[src/hw/adcpp_pkg.sv]
/*
  Shared constants for the converter parallel port: widths, full scale, mode pin codes,
  offset reset value and timing counts.
  Assumes a single 40 MHz clock shared by both ends.
*/
package adcpp_pkg;
  localparam int RAW_WIDTH = 12;
  localparam int BUS_WIDTH = 13;
  localparam int OFS_WIDTH = 10;
  localparam logic [12:0] FULL_SCALE = 13'h0_FFF;
  localparam logic [9:0] OFS_RESET = 10'h0_00;
  localparam logic [1:0] MODE_EARLY = 2'h1;
  localparam logic [1:0] MODE_DEFERRED = 2'h2;
  localparam int CLK_PERIOD_NS = 25;
  localparam int CONV_TIME_NS = 300;
  localparam int CONV_CYCLES = (CONV_TIME_NS + CLK_PERIOD_NS - 1) / CLK_PERIOD_NS;
  localparam int QUIET_TIME_NS = 50;
  localparam int QUIET_CYCLES = (QUIET_TIME_NS + CLK_PERIOD_NS - 1) / CLK_PERIOD_NS;
  localparam int STROBE_CYCLES = 2;
endpackage : adcpp_pkg

[src/hw/adcpp_if.sv]
/*
  Pin-level carrier between converter port and host.
  Resolves the shared data bus here from the two enables, the device enable first.
*/
`timescale 1ns/1ps
interface adcpp_if;
  logic sample_trigger_n;
  logic busy_n;
  logic chip_select_n;
  logic read_strobe_n;
  logic write_strobe_n;
  logic [12:0] dev_data_out;
  logic dev_data_oe;
  logic [12:0] host_data_out;
  logic host_data_oe;
  logic [12:0] data_bus;
  assign data_bus = dev_data_oe ? dev_data_out : (host_data_oe ? host_data_out : 13'h0_000);
  modport device (input sample_trigger_n, input chip_select_n, input read_strobe_n, input write_strobe_n,
    input host_data_out, output busy_n, output dev_data_out, output dev_data_oe);
  modport host (output sample_trigger_n, output chip_select_n, output read_strobe_n, output write_strobe_n,
    output host_data_out, output host_data_oe, input busy_n, input data_bus);
endinterface : adcpp_if

[src/hw/adcpp_device.sv]
/*
  Converter digital side: conversion timing, offset add, clamp or overrange
  coding, output register update modes and the parallel read/write port.
  Assumes the raw result is presented on raw_result while busy is low.
*/
`timescale 1ns/1ps
module adcpp_device (
  input wire logic clk,
  input wire logic rst_n,
  input wire logic saturate_select,
  input wire logic [1:0] mode_pins,
  input wire logic [11:0] raw_result,
  output logic mode_invalid,
  adcpp_if.device port
);
  typedef enum logic [0:0] {ADCPP_IDLE, ADCPP_CONV} adcpp_state_type;
  adcpp_state_type state;
  adcpp_state_type next_state;
  // Strobe pins in sync order: trigger, chip select, read, write
  wire [3:0] strobe_pin = {port.write_strobe_n, port.read_strobe_n, port.chip_select_n, port.sample_trigger_n};
  wire [3:0] strobe_s2;
  wire [3:0] strobe_s3;
  logic [1:0] mode_s1;
  logic [1:0] mode_s2;
  logic sat_s1;
  logic sat_s2;
  logic [12:0] wdata_s1;
  logic [12:0] wdata_s2;
  logic [9:0] offset;
  logic [12:0] out_reg;
  logic [12:0] pending;
  logic [4:0] conv_cnt;
  logic busy_n;
  logic [12:0] dev_data_out;
  logic dev_data_oe;

  // Edge test shared by the trigger and write strobe detectors
  function automatic logic edge_seen(input logic older, input logic newer, input logic rising);
    edge_seen = rising ? (!older && newer) : (older && !newer);
  endfunction : edge_seen

  // Every strobe pin passes two flops; the third tap gives the edge detectors their history and the offset load its held chip select
  generate
    for (genvar g = 0; g < 4; g++) begin : g_strobe_sync
      logic [2:0] taps;
      always_ff @(posedge clk or negedge rst_n) begin
        if (!rst_n) begin
          taps <= 3'h7;
        end else begin
          taps <= {taps[1:0], strobe_pin[g]};
        end
      end
      assign strobe_s2[g] = taps[1];
      assign strobe_s3[g] = taps[2];
    end
  endgenerate

  // Idle level of every strobe is high, so the reset value of the taps gives no false edge
  wire trig_fall = edge_seen(strobe_s3[0], strobe_s2[0], 1'b0);
  wire wr_rise = edge_seen(strobe_s3[3], strobe_s2[3], 1'b1);
  wire cs_active = ~strobe_s2[1];
  wire cs_held = ~strobe_s3[1];
  wire rd_active = ~strobe_s2[2];
  wire trig_taken = trig_fall && (state == ADCPP_IDLE);
  wire conv_done = (state == ADCPP_CONV) && (conv_cnt == 5'(adcpp_pkg::CONV_CYCLES - 1));
  wire ofs_load = wr_rise && cs_held && (state == ADCPP_IDLE);
  wire mode_early = (mode_s2 == adcpp_pkg::MODE_EARLY);
  wire mode_deferred = (mode_s2 == adcpp_pkg::MODE_DEFERRED);
  wire mode_bad = !(mode_early | mode_deferred);

  // One bit of headroom: raw plus the largest offset passes the top of a 13-bit signed value
  wire signed [13:0] sum = $signed({2'b00, raw_result}) + $signed({{4{offset[9]}}, offset});
  wire below = sum[13];
  wire above = !sum[13] && (sum > $signed({1'b0, adcpp_pkg::FULL_SCALE}));
  wire out_of_range = below | above;
  wire [11:0] clamped = below ? 12'h000 : (above ? 12'hFFF : sum[11:0]);
  // Unclamped, the low 13 bits already carry the coding: negative sums set bits 12 and 11,
  // sums past full scale set bit 12 with bit 11 clear, in-range sums leave bit 12 clear
  wire [12:0] wide_word = sum[12:0];
  wire [12:0] result_word = sat_s2 ? {out_of_range, clamped} : wide_word;
  wire next_oe = cs_active & rd_active;

  always_comb begin
    next_state = state;
    unique case (state)
      ADCPP_IDLE: begin
        if (trig_taken) begin
          next_state = ADCPP_CONV;
        end
      end
      ADCPP_CONV: begin
        if (conv_done) begin
          next_state = ADCPP_IDLE;
        end
      end
    endcase
  end

  // Level pins and the write word pass two flops too; the mode reads as early until seen
  always_ff @(posedge clk or negedge rst_n) begin
    if (!rst_n) begin
      mode_s1 <= adcpp_pkg::MODE_EARLY;
      mode_s2 <= adcpp_pkg::MODE_EARLY;
      sat_s1 <= 1'b0;
      sat_s2 <= 1'b0;
      wdata_s1 <= 13'h0000;
      wdata_s2 <= 13'h0000;
    end else begin
      mode_s1 <= mode_pins;
      mode_s2 <= mode_s1;
      sat_s1 <= saturate_select;
      sat_s2 <= sat_s1;
      wdata_s1 <= port.host_data_out;
      wdata_s2 <= wdata_s1;
    end
  end

  // Conversion length is a fixed count; triggers during a conversion are ignored
  always_ff @(posedge clk or negedge rst_n) begin
    if (!rst_n) begin
      state <= ADCPP_IDLE;
      conv_cnt <= 5'h00;
      busy_n <= 1'b1;
    end else begin
      state <= next_state;
      if (state == ADCPP_CONV && !conv_done) begin
        conv_cnt <= conv_cnt + 5'h01;
      end else begin
        conv_cnt <= 5'h00;
      end
      if (trig_taken) begin
        busy_n <= 1'b0;
      end else if (conv_done) begin
        busy_n <= 1'b1;
      end
    end
  end

  // A write inside a conversion is dropped so the sum stays steady until the result is taken
  always_ff @(posedge clk or negedge rst_n) begin
    if (!rst_n) begin
      offset <= adcpp_pkg::OFS_RESET;
    end else if (ofs_load) begin
      offset <= wdata_s2[9:0];
    end
  end

  // Deferred mode shows each result one trigger late; pending keeps it until then
  always_ff @(posedge clk or negedge rst_n) begin
    if (!rst_n) begin
      pending <= 13'h0000;
      out_reg <= 13'h0000;
    end else begin
      if (conv_done) begin
        pending <= result_word;
      end
      if (conv_done && mode_early) begin
        out_reg <= result_word;
      end else if (trig_taken && mode_deferred) begin
        out_reg <= pending;
      end
    end
  end

  // Pins come from flops so the bus and its enable never glitch
  always_ff @(posedge clk or negedge rst_n) begin
    if (!rst_n) begin
      dev_data_out <= 13'h0000;
      dev_data_oe <= 1'b0;
    end else begin
      dev_data_out <= out_reg;
      dev_data_oe <= next_oe;
    end
  end

  // Invalid pin codes load nothing into the output register
  always_ff @(posedge clk or negedge rst_n) begin
    if (!rst_n) begin
      mode_invalid <= 1'b0;
    end else begin
      mode_invalid <= mode_bad;
    end
  end

  assign port.busy_n = busy_n;
  assign port.dev_data_out = dev_data_out;
  assign port.dev_data_oe = dev_data_oe;
endmodule : adcpp_device

[src/flat_wrapper.sv]
// flat-port wrapper written by rule: the top's interface ports become plain ports
module adcpp_device_flat 
  (clk, rst_n, saturate_select, mode_pins, raw_result, mode_invalid, port_sample_trigger_n, port_chip_select_n, port_read_strobe_n, port_write_strobe_n, port_host_data_out, port_busy_n, port_dev_data_out, port_dev_data_oe);
  adcpp_if port_i ();
  input wire logic clk;
  input wire logic rst_n;
  input wire logic saturate_select;
  input wire logic [1:0] mode_pins;
  input wire logic [11:0] raw_result;
  output logic mode_invalid;
  input wire logic [$bits(port_i.sample_trigger_n)-1:0] port_sample_trigger_n;
  input wire logic [$bits(port_i.chip_select_n)-1:0] port_chip_select_n;
  input wire logic [$bits(port_i.read_strobe_n)-1:0] port_read_strobe_n;
  input wire logic [$bits(port_i.write_strobe_n)-1:0] port_write_strobe_n;
  input wire logic [$bits(port_i.host_data_out)-1:0] port_host_data_out;
  output wire logic [$bits(port_i.busy_n)-1:0] port_busy_n;
  output wire logic [$bits(port_i.dev_data_out)-1:0] port_dev_data_out;
  output wire logic [$bits(port_i.dev_data_oe)-1:0] port_dev_data_oe;
  assign port_i.sample_trigger_n = port_sample_trigger_n;
  assign port_i.chip_select_n = port_chip_select_n;
  assign port_i.read_strobe_n = port_read_strobe_n;
  assign port_i.write_strobe_n = port_write_strobe_n;
  assign port_i.host_data_out = port_host_data_out;
  assign port_busy_n = port_i.busy_n;
  assign port_dev_data_out = port_i.dev_data_out;
  assign port_dev_data_oe = port_i.dev_data_oe;
  adcpp_device u_core (.clk(clk), .rst_n(rst_n), .saturate_select(saturate_select), .mode_pins(mode_pins), .raw_result(raw_result), .mode_invalid(mode_invalid), .port(port_i));
endmodule
[config.mk]
export PLATFORM = sky130hd
export DESIGN_NAME = adcpp_device_flat
export DESIGN_NICKNAME = d
export VERILOG_FILES = /design/src/hw/adcpp_pkg.sv /design/src/hw/adcpp_if.sv /design/src/hw/adcpp_device.sv /design/src/flat_wrapper.sv
export SDC_FILE = /design/constraint.sdc
export NUM_CORES = 1
export LEC_CHECK = 0
export BUFFER_PORTS_ARGS = -buffer_cell sky130_fd_sc_hd__buf_2
export CAP_MARGIN = 15
export CORE_UTILIZATION = 55
export DETAILED_ROUTE_END_ITERATION = 10
export GPL_TIMING_DRIVEN = 0
export PLACE_DENSITY = 0.76
export SKIP_CTS_REPAIR_TIMING = 1
export SYNTH_ARGS = -nofsm -noshare
export SYNTH_HDL_FRONTEND = slang
export SYNTH_SLANG_ARGS = --single-unit
[constraint.sdc]
create_clock -name clk -period 7.7 [get_ports clk]
set_clock_uncertainty 0.2 [all_clocks]
set_input_delay 1.54 -clock clk [delete_from_list [all_inputs] [get_ports clk]]
set_output_delay 1.54 -clock clk [all_outputs]
set_load 0.01 [all_outputs]
==> out/metrics.yaml, run 1 <==
global_routing:
  grt_max_degree: 60
  antenna_found_initial: 0
  track_usage_pct: 20.7
  grt_pass1_vias: 2572
  grt_pass1_wl_um: 12100
  grt.overflow.total: 0
pwr:
  ir_worst_vdd_mv: 0.174
  powerDensity_mw_per_mm2: 377
  leakage_nw: 2.09
place:
  place_inst: 473
  dpl.hpwl_um: 5180
  gp_congestion: 0.847
  io_buffers: 46
final_layout:
  fin_nets: 436
  post-route-util_pct: 64.9
  drive_gt1_share_pct: 28.5
  fillers: 581
  stdcell_count: 489
  register_area_sq_mm: 0.00239
  syn_to_final_growth_pct: 15.0
  multi_input_area_sq_mm: 0.00154
  diodes: 0
sta:
  finalMaxSlewViolations: 0
  rsz0062_at_grt: "false"
  worstMarginPinSlew_ns: 0.963
  finalHoldViolCount: 0
  finalSetupViolations: 0
  relSlewSlack_pct: 35.6
  fin_tns_setup_ns: 0
  max_freq_mhz: 254
  fin_crit_sh_pct: 51.2
  finalCriticalPeriod_ns: 3.94
setup_path:
  cp_num_buf_inv: 2
  critPathMaxStageDelay_ns: 0.60
  end_kind: "flop"
  worstPathCellList: "buf_2 -> ha_1 -> buf_6 -> a21o_1 -> a31o_1 -> a221oi_1 -> nand3_1 -> a21oi_1 -> nor3_1"
  startpoint: "raw_result[8]"
  cp-start-kind: "input port"
  worstPathRequired_ns: 7.72
  critPathMaxFanout: 9
  r2r_cells: 6
  path_delay_family: "compound AO/OA/AOI/OAI gates"
  arrival_ns: 3.96
  path_class: "input port to flop"
  r2r-start: "u_core.conv_cnt[0]$_DFF_PN0_"
  slowest_stage: "a21oi_1"
  cp.depth: 9
clock_network:
  cts_buffer_depth: 2
  clk_latency_ns: 0.36
  htreeDepth: 3
  cts_tree: "built"
  cts_made_buffers: 9
  cts_sinks: 95
  ctsRootBufferMaster: "clkbuf_8"
  clkSlewWorstSetupHoldPaths_ns: 0.09
yosys:
  syn_area_sq_mm: 0.00407
  synth_fa_ha_area_share_pct: 5.41
  synth_top_flop_cell: "dfrtp_1"
  yosysWarnings: 0
  synthXorXnorAreaFrac_pct: 2.58
  synthArstFlopShare_pct: 100
  yosys.area_share.simple_pct: 11.1
  synth-seq-cells: 95
  synthMuxAreaShare_pct: 3.29
  synth_nets: 378
  synth_edf_count: 0
  yosysSeqAreaShare_pct: 58.8
  syn_avg_cell_area_sq_um: 12.5
  synth_cell_types: 58
  synth_compound_area_share_pct: 15.6
  synth_top_family_by_area: "compound AO/OA/AOI/OAI gates"
  syn_inst: 327
detailed_routing:
  avgViaCountPerCell: 5.50
  firstDrtPassIters: 4
  drcViolationCount: 0
  wl_per_cell_um: 14.5
  wirelength_um: 7110
  num_vias: 2690
  drt_first_iter_violations: 155
  ant_nets: 0
floorplan:
  initial_core_util_pct: 56.4
  dieArea_sq_mm: 0.00775
  boundaryPins: 50
  rows: 31
  die_w_um: 88.0
  die_height_um: 88.0
  core-area_sq_mm: 0.00721
job:
  drv_cap: 0
min_path:
  hp-class: "flop to flop"
  whs_path_depth: 0
  hold_start: "u_core.wdata_s1[5]$_DFF_PN0_"
run_status:
  outcome: "finished, final reports clean"
[stage by stage]
step / total power (W) / hold slack, ns / setup WS, ns / area, sq um
after floorplan: 0.00122 / 0.131 / 3.79 / 4070
after global placement: 0.00138 / 0.132 / 3.47 / 4430
after detailed placement: 0.00140 / 0.136 / 3.43 / 4460
after CTS: 0.00177 / 0.151 / 3.80 / 4680
after global routing: 0.00189 / 0.159 / 3.54 / 4680
final: 0.00177 / 0.146 / 3.76 / 4680
[metal layers]
metal	up-vias	routed length, um	GRT usage, %
met3	8	342	5.66
met1	1298	3350	28.4
met2	78	3310	31.9
met4	0	110	7.77
met5	-	0	0
li1	1306	-	-
[report_power, final]
group | switching, W | leakage, nW | internal (W)
Combinational | 0.000377 | 0.894 | 0.000299
Sequential | 0.0000735 | 1.08 | 0.000650
Clock | 0.000174 | 0.113 | 0.000193
[cell families (layout without fill, tap and decap cells)]
group,count (synthesis),after routing
compound gates,82,82
xor+xnor,12,12
fa+ha+maj,17,17
buf+inv,23,86
flops,95,95
mux,12,12
simple gates,86,86
[final timing paths]
kind	end	slack, ns
worst max-delay path	u_core.out_reg[6]$_DFFE_PN0P_	3.76
worst min-delay path	u_core.wdata_s2[5]$_DFF_PN0_	0.15
worst max register to register	u_core.out_reg[6]$_DFFE_PN0P_	4.60
worst min register to register	u_core.wdata_s2[5]$_DFF_PN0_	0.15
max in group asynchronous	u_core.g_strobe_sync[1].taps[2]$_DFF_PN1_	5.70
min in group asynchronous	u_core.pending[10]$_DFFE_PN0P_	0.92
[cells in the mapped netlist (4+ instances only)]
library cell   n  area (sq um)
dfrtp_1       81          2030
nor2_1        24          90.1
nand2_1       17          63.8
a211oi_1      16           120
ha_1          16           200
dfstp_2       14           368
inv_1         12          45.0
a21oi_1       11          55.1
mux2_2        11           124
nor2b_1       10          62.6
a311oi_1       9          78.8
nor3_1         7          35.0
o31ai_1        7          52.6
xnor2_1        7          61.3
a21o_1         6          45.0
a31oi_1        5          31.3
and2_1         5          31.3
o21ai_0        5          25.0
xor2_1         5          43.8
buf_6          4          45.0
nand2b_1       4          25.0
[final cells by class]
type,instances,area share (%)
Clock inverter,6,1.92
Inverter,12,0.962
Timing Repair Buffer,47,5.56
Clock buffer,10,2.94
Buffer,11,1.87
Tap cell,99,2.64
Multi-Input combinational cell,209,33.0
Sequential cell,95,51.1
[layout by cell type, fill, tap and decap left out, types with 5 or more instances in the layout]
| master | count |
|---|---|
| ha_1 | 16 |
| clkbuf_8 | 11 |
| inv_1 | 12 |
| and2_1 | 5 |
| buf_2 | 47 |
| a211oi_1 | 16 |
| a31oi_1 | 5 |
| dfstp_2 | 14 |
| nor2_1 | 24 |
| dfrtp_1 | 81 |
| nor3_1 | 7 |
| xnor2_1 | 7 |
| mux2_2 | 11 |
| o31ai_1 | 7 |
| nor2b_1 | 10 |
| a21o_1 | 6 |
| a311oi_1 | 9 |
| xor2_1 | 5 |
| a21oi_1 | 11 |
| o21ai_0 | 5 |
| nand2_1 | 17 |
Power figures use the tool's default switching activity.
==> run 2: changes to the inputs <==
CORE_UTILIZATION = 52   (was 55)
PLACE_DENSITY = 0.75   (was 0.76)
clock period = 3.18 ns   (was 7.7 ns; I/O delays follow)
==> out/metrics.yaml, run 2 (same netlist as run 1, synthesis figures left out) <==
final_layout:
  syn_to_final_growth_pct: 15.8
  layout_commonest_cell: "dfrtp_1"
  stdcell_count: 492  # +0.61%
  diodes: 0  # unchanged
  layout_common_cells: "dfrtp_1, buf_2, nor2_1"
  fin_nets: 439  # +0.69%
  drive_gt1_share_pct: 29.8  # +1.3 points
floorplan:
  die_w_um: 90.5  # +2.8%
  dieArea_sq_mm: 0.00819  # +5.6%
  boundaryPins: 50  # unchanged
  rows: 31  # unchanged
  initial_core_util_pct: 55.0  # -1.5 points
  die_height_um: 90.5  # +2.8%
  core-area_sq_mm: 0.00741  # +2.7%
detailed_routing:
  firstDrtPassIters: 4  # unchanged
  drt_first_iter_violations: 200  # +29%
  ant_nets: 0  # unchanged
  num_vias: 2761  # +2.6%
  avgViaCountPerCell: 5.61  # +2.0%
  drcViolationCount: 0  # unchanged
  wl_per_cell_um: 15.0  # +3.2%
  wirelength_um: 7380  # +3.9%
setup_path:
  critPathMaxStageDelay_ns: 0.49  # -0.11 ns
  slowest_stage: "a2111oi_4"
  path_class: "flop to flop"
  arrival_ns: 3.11  # -0.85 ns
  end_kind: "flop"
  cp-start-kind: "flop"
  worstPathCellList: "ha_2 -> inv_1 -> fa_1 -> nand2b_1 -> a21oi_2 -> o211ai_1 -> a2111oi_4 -> nor2_2 -> buf_6 -> a311oi_1"
  critPathMaxFanout: 10  # +1
  worstPathRequired_ns: 3.24  # -4.48 ns
sta:
  finalMaxSlewViolations: 0  # unchanged
  finalCriticalPeriod_ns: 3.05
  finalSetupViolations: 0  # unchanged
  fin_crit_sh_pct: 96.0
  max_freq_mhz: 328
  finalHoldViolCount: 0  # unchanged
  relSlewSlack_pct: 59.4  # +24 points
  fin_tns_setup_ns: 0  # unchanged
  worstMarginPinSlew_ns: 0.600  # -0.363 ns
global_routing:
  antenna_found_initial: 0  # unchanged
  track_usage_pct: 19.8  # -0.91 points
  grt_pass1_wl_um: 12800  # +6.4%
  grt.overflow.total: 0  # unchanged
  grt_max_degree: 78  # +30%
  grt_pass1_vias: 2780  # +8.1%
clock_network:
  clk_latency_ns: 0.36  # about the same
  htreeDepth: 3  # unchanged
  cts_buffer_depth: 2  # unchanged
  cts_tree: "built"
  cts_made_buffers: 9  # unchanged
  cts_sinks: 95  # unchanged
  clkSlewWorstSetupHoldPaths_ns: 0.10  # about the same
  ctsRootBufferMaster: "clkbuf_8"
run_status:
  outcome: "finished, final reports clean"
pwr:
  p_comb_share_pct: 39.3  # +1.0 points
  powerDensity_mw_per_mm2: 903  # +140%
  switching_share_pct: 36.8  # +1.4 points
  ir_worst_vdd_mv: 0.463  # +170%
  internal_power_w: 0.00269  # +140%
  leakage_nw: 2.10  # +0.69%
  p_seq_share_pct: 41.3  # +0.4 points
  power.switching_w: 0.00157  # +150%
  pwr-share-clk_pct: 19.4  # -1.4 points
job:
  drv_cap: 0  # unchanged
place:
  place_inst: 473  # unchanged
  io_buffers: 46  # unchanged
  gp_congestion: 0.822  # -3.0%
  dpl.hpwl_um: 5260  # +1.5%
min_path:
  hp-class: "flop to flop"
==> run 2: cell types whose count changed in the layout (fill, tap and decap cells not counted), moves of 2 or more <==
cell | previous run | this run
a21oi_1 | 11 | 9
a21oi_2 | 1 | 3
buf_4 | 2 | 4
inv_8 | 0 | 2
==> run 2: through the flow <==
stage | hold slack [ns] | power [W] | setup WS [ns] | area [sq um] | utilization [%]
finish | 0.153 | 0.00426 | 0.128 | 4710 | 63.6
CTS | -0.0645 | 0.00425 | 0.0811 | 4660 | 63.0
floorplan | 0.131 | 0.00295 | 0.177 | 4070 | -
global placement | 0.132 | 0.00333 | -0.141 | 4430 | 59.7
global route | 0.139 | 0.00455 | -0.0436 | 4710 | 63.6
detailed placement | 0.135 | 0.00341 | -0.216 | 4460 | 60.1
==> run 2: final cells by class <==
class,instances,area [sq um]
clock buffers,9,124
repair buffers,50,285
fillers,589,2690
flip-flops and latches,95,2390
clock inverters,7,85.1
plain buffers,11,87.6
well taps,99,124
inverters,12,45.0
multi-input cells,209,1570
==> run 2: worst paths after layout <==
path	start	cells after the start	end	slack, ns
max reg2reg	u_core.offset[0]$_DFFE_PN0P_	10	u_core.pending[9]$_DFFE_PN0P_	0.13
min reg2reg	u_core.g_strobe_sync[0].taps[0]$_DFF_PN1_	0	u_core.g_strobe_sync[0].taps[1]$_DFF_PN1_	0.15
min	u_core.g_strobe_sync[0].taps[0]$_DFF_PN1_	0	u_core.g_strobe_sync[0].taps[1]$_DFF_PN1_	0.15
max	u_core.offset[0]$_DFFE_PN0P_	10	u_core.pending[9]$_DFFE_PN0P_	0.13
max in group asynchronous	rst_n	3	u_core.g_strobe_sync[1].taps[0]$_DFF_PN1_	1.62
min in group asynchronous	rst_n	2	u_core.conv_cnt[1]$_DFF_PN0_	0.48
==> run 2: worst max-delay path, delay by kind of cell, from the launching register on <==
| family | cells | cell delay (ns) |
|---|---|---|
| AND/OR/NAND/NOR | 2 | 0.32 |
| AO/OA/AOI/OAI | 4 | 1.21 |
| buffers and inverters | 2 | 0.22 |
| adder cells (fa/ha/maj) | 2 | 0.61 |
| flip-flops | 1 | 0.38 |
==> run 2: per-layer routing <==
metal / GRT usage [%] / up-vias / part of all wire, %
li1: - / 1315 / -
met5: 0 / - / 0
met3: 4.04 / 18 / 3.8
met4: 8.74 / 0 / 2.6
met1: 24.3 / 1362 / 43
met2: 33.8 / 66 / 51
==> run 2: power by group through the flow <==
stage | combinational [W] | sequential, W | clock, W
finish | 0.00167 | 0.00176 | 0.000826
CTS | 0.00164 | 0.00176 | 0.000850
global route | 0.00185 | 0.00181 | 0.000897
global placement | 0.00157 | 0.00176 | 0
detailed placement | 0.00162 | 0.00178 | 0
floorplan | 0.00117 | 0.00178 | 0
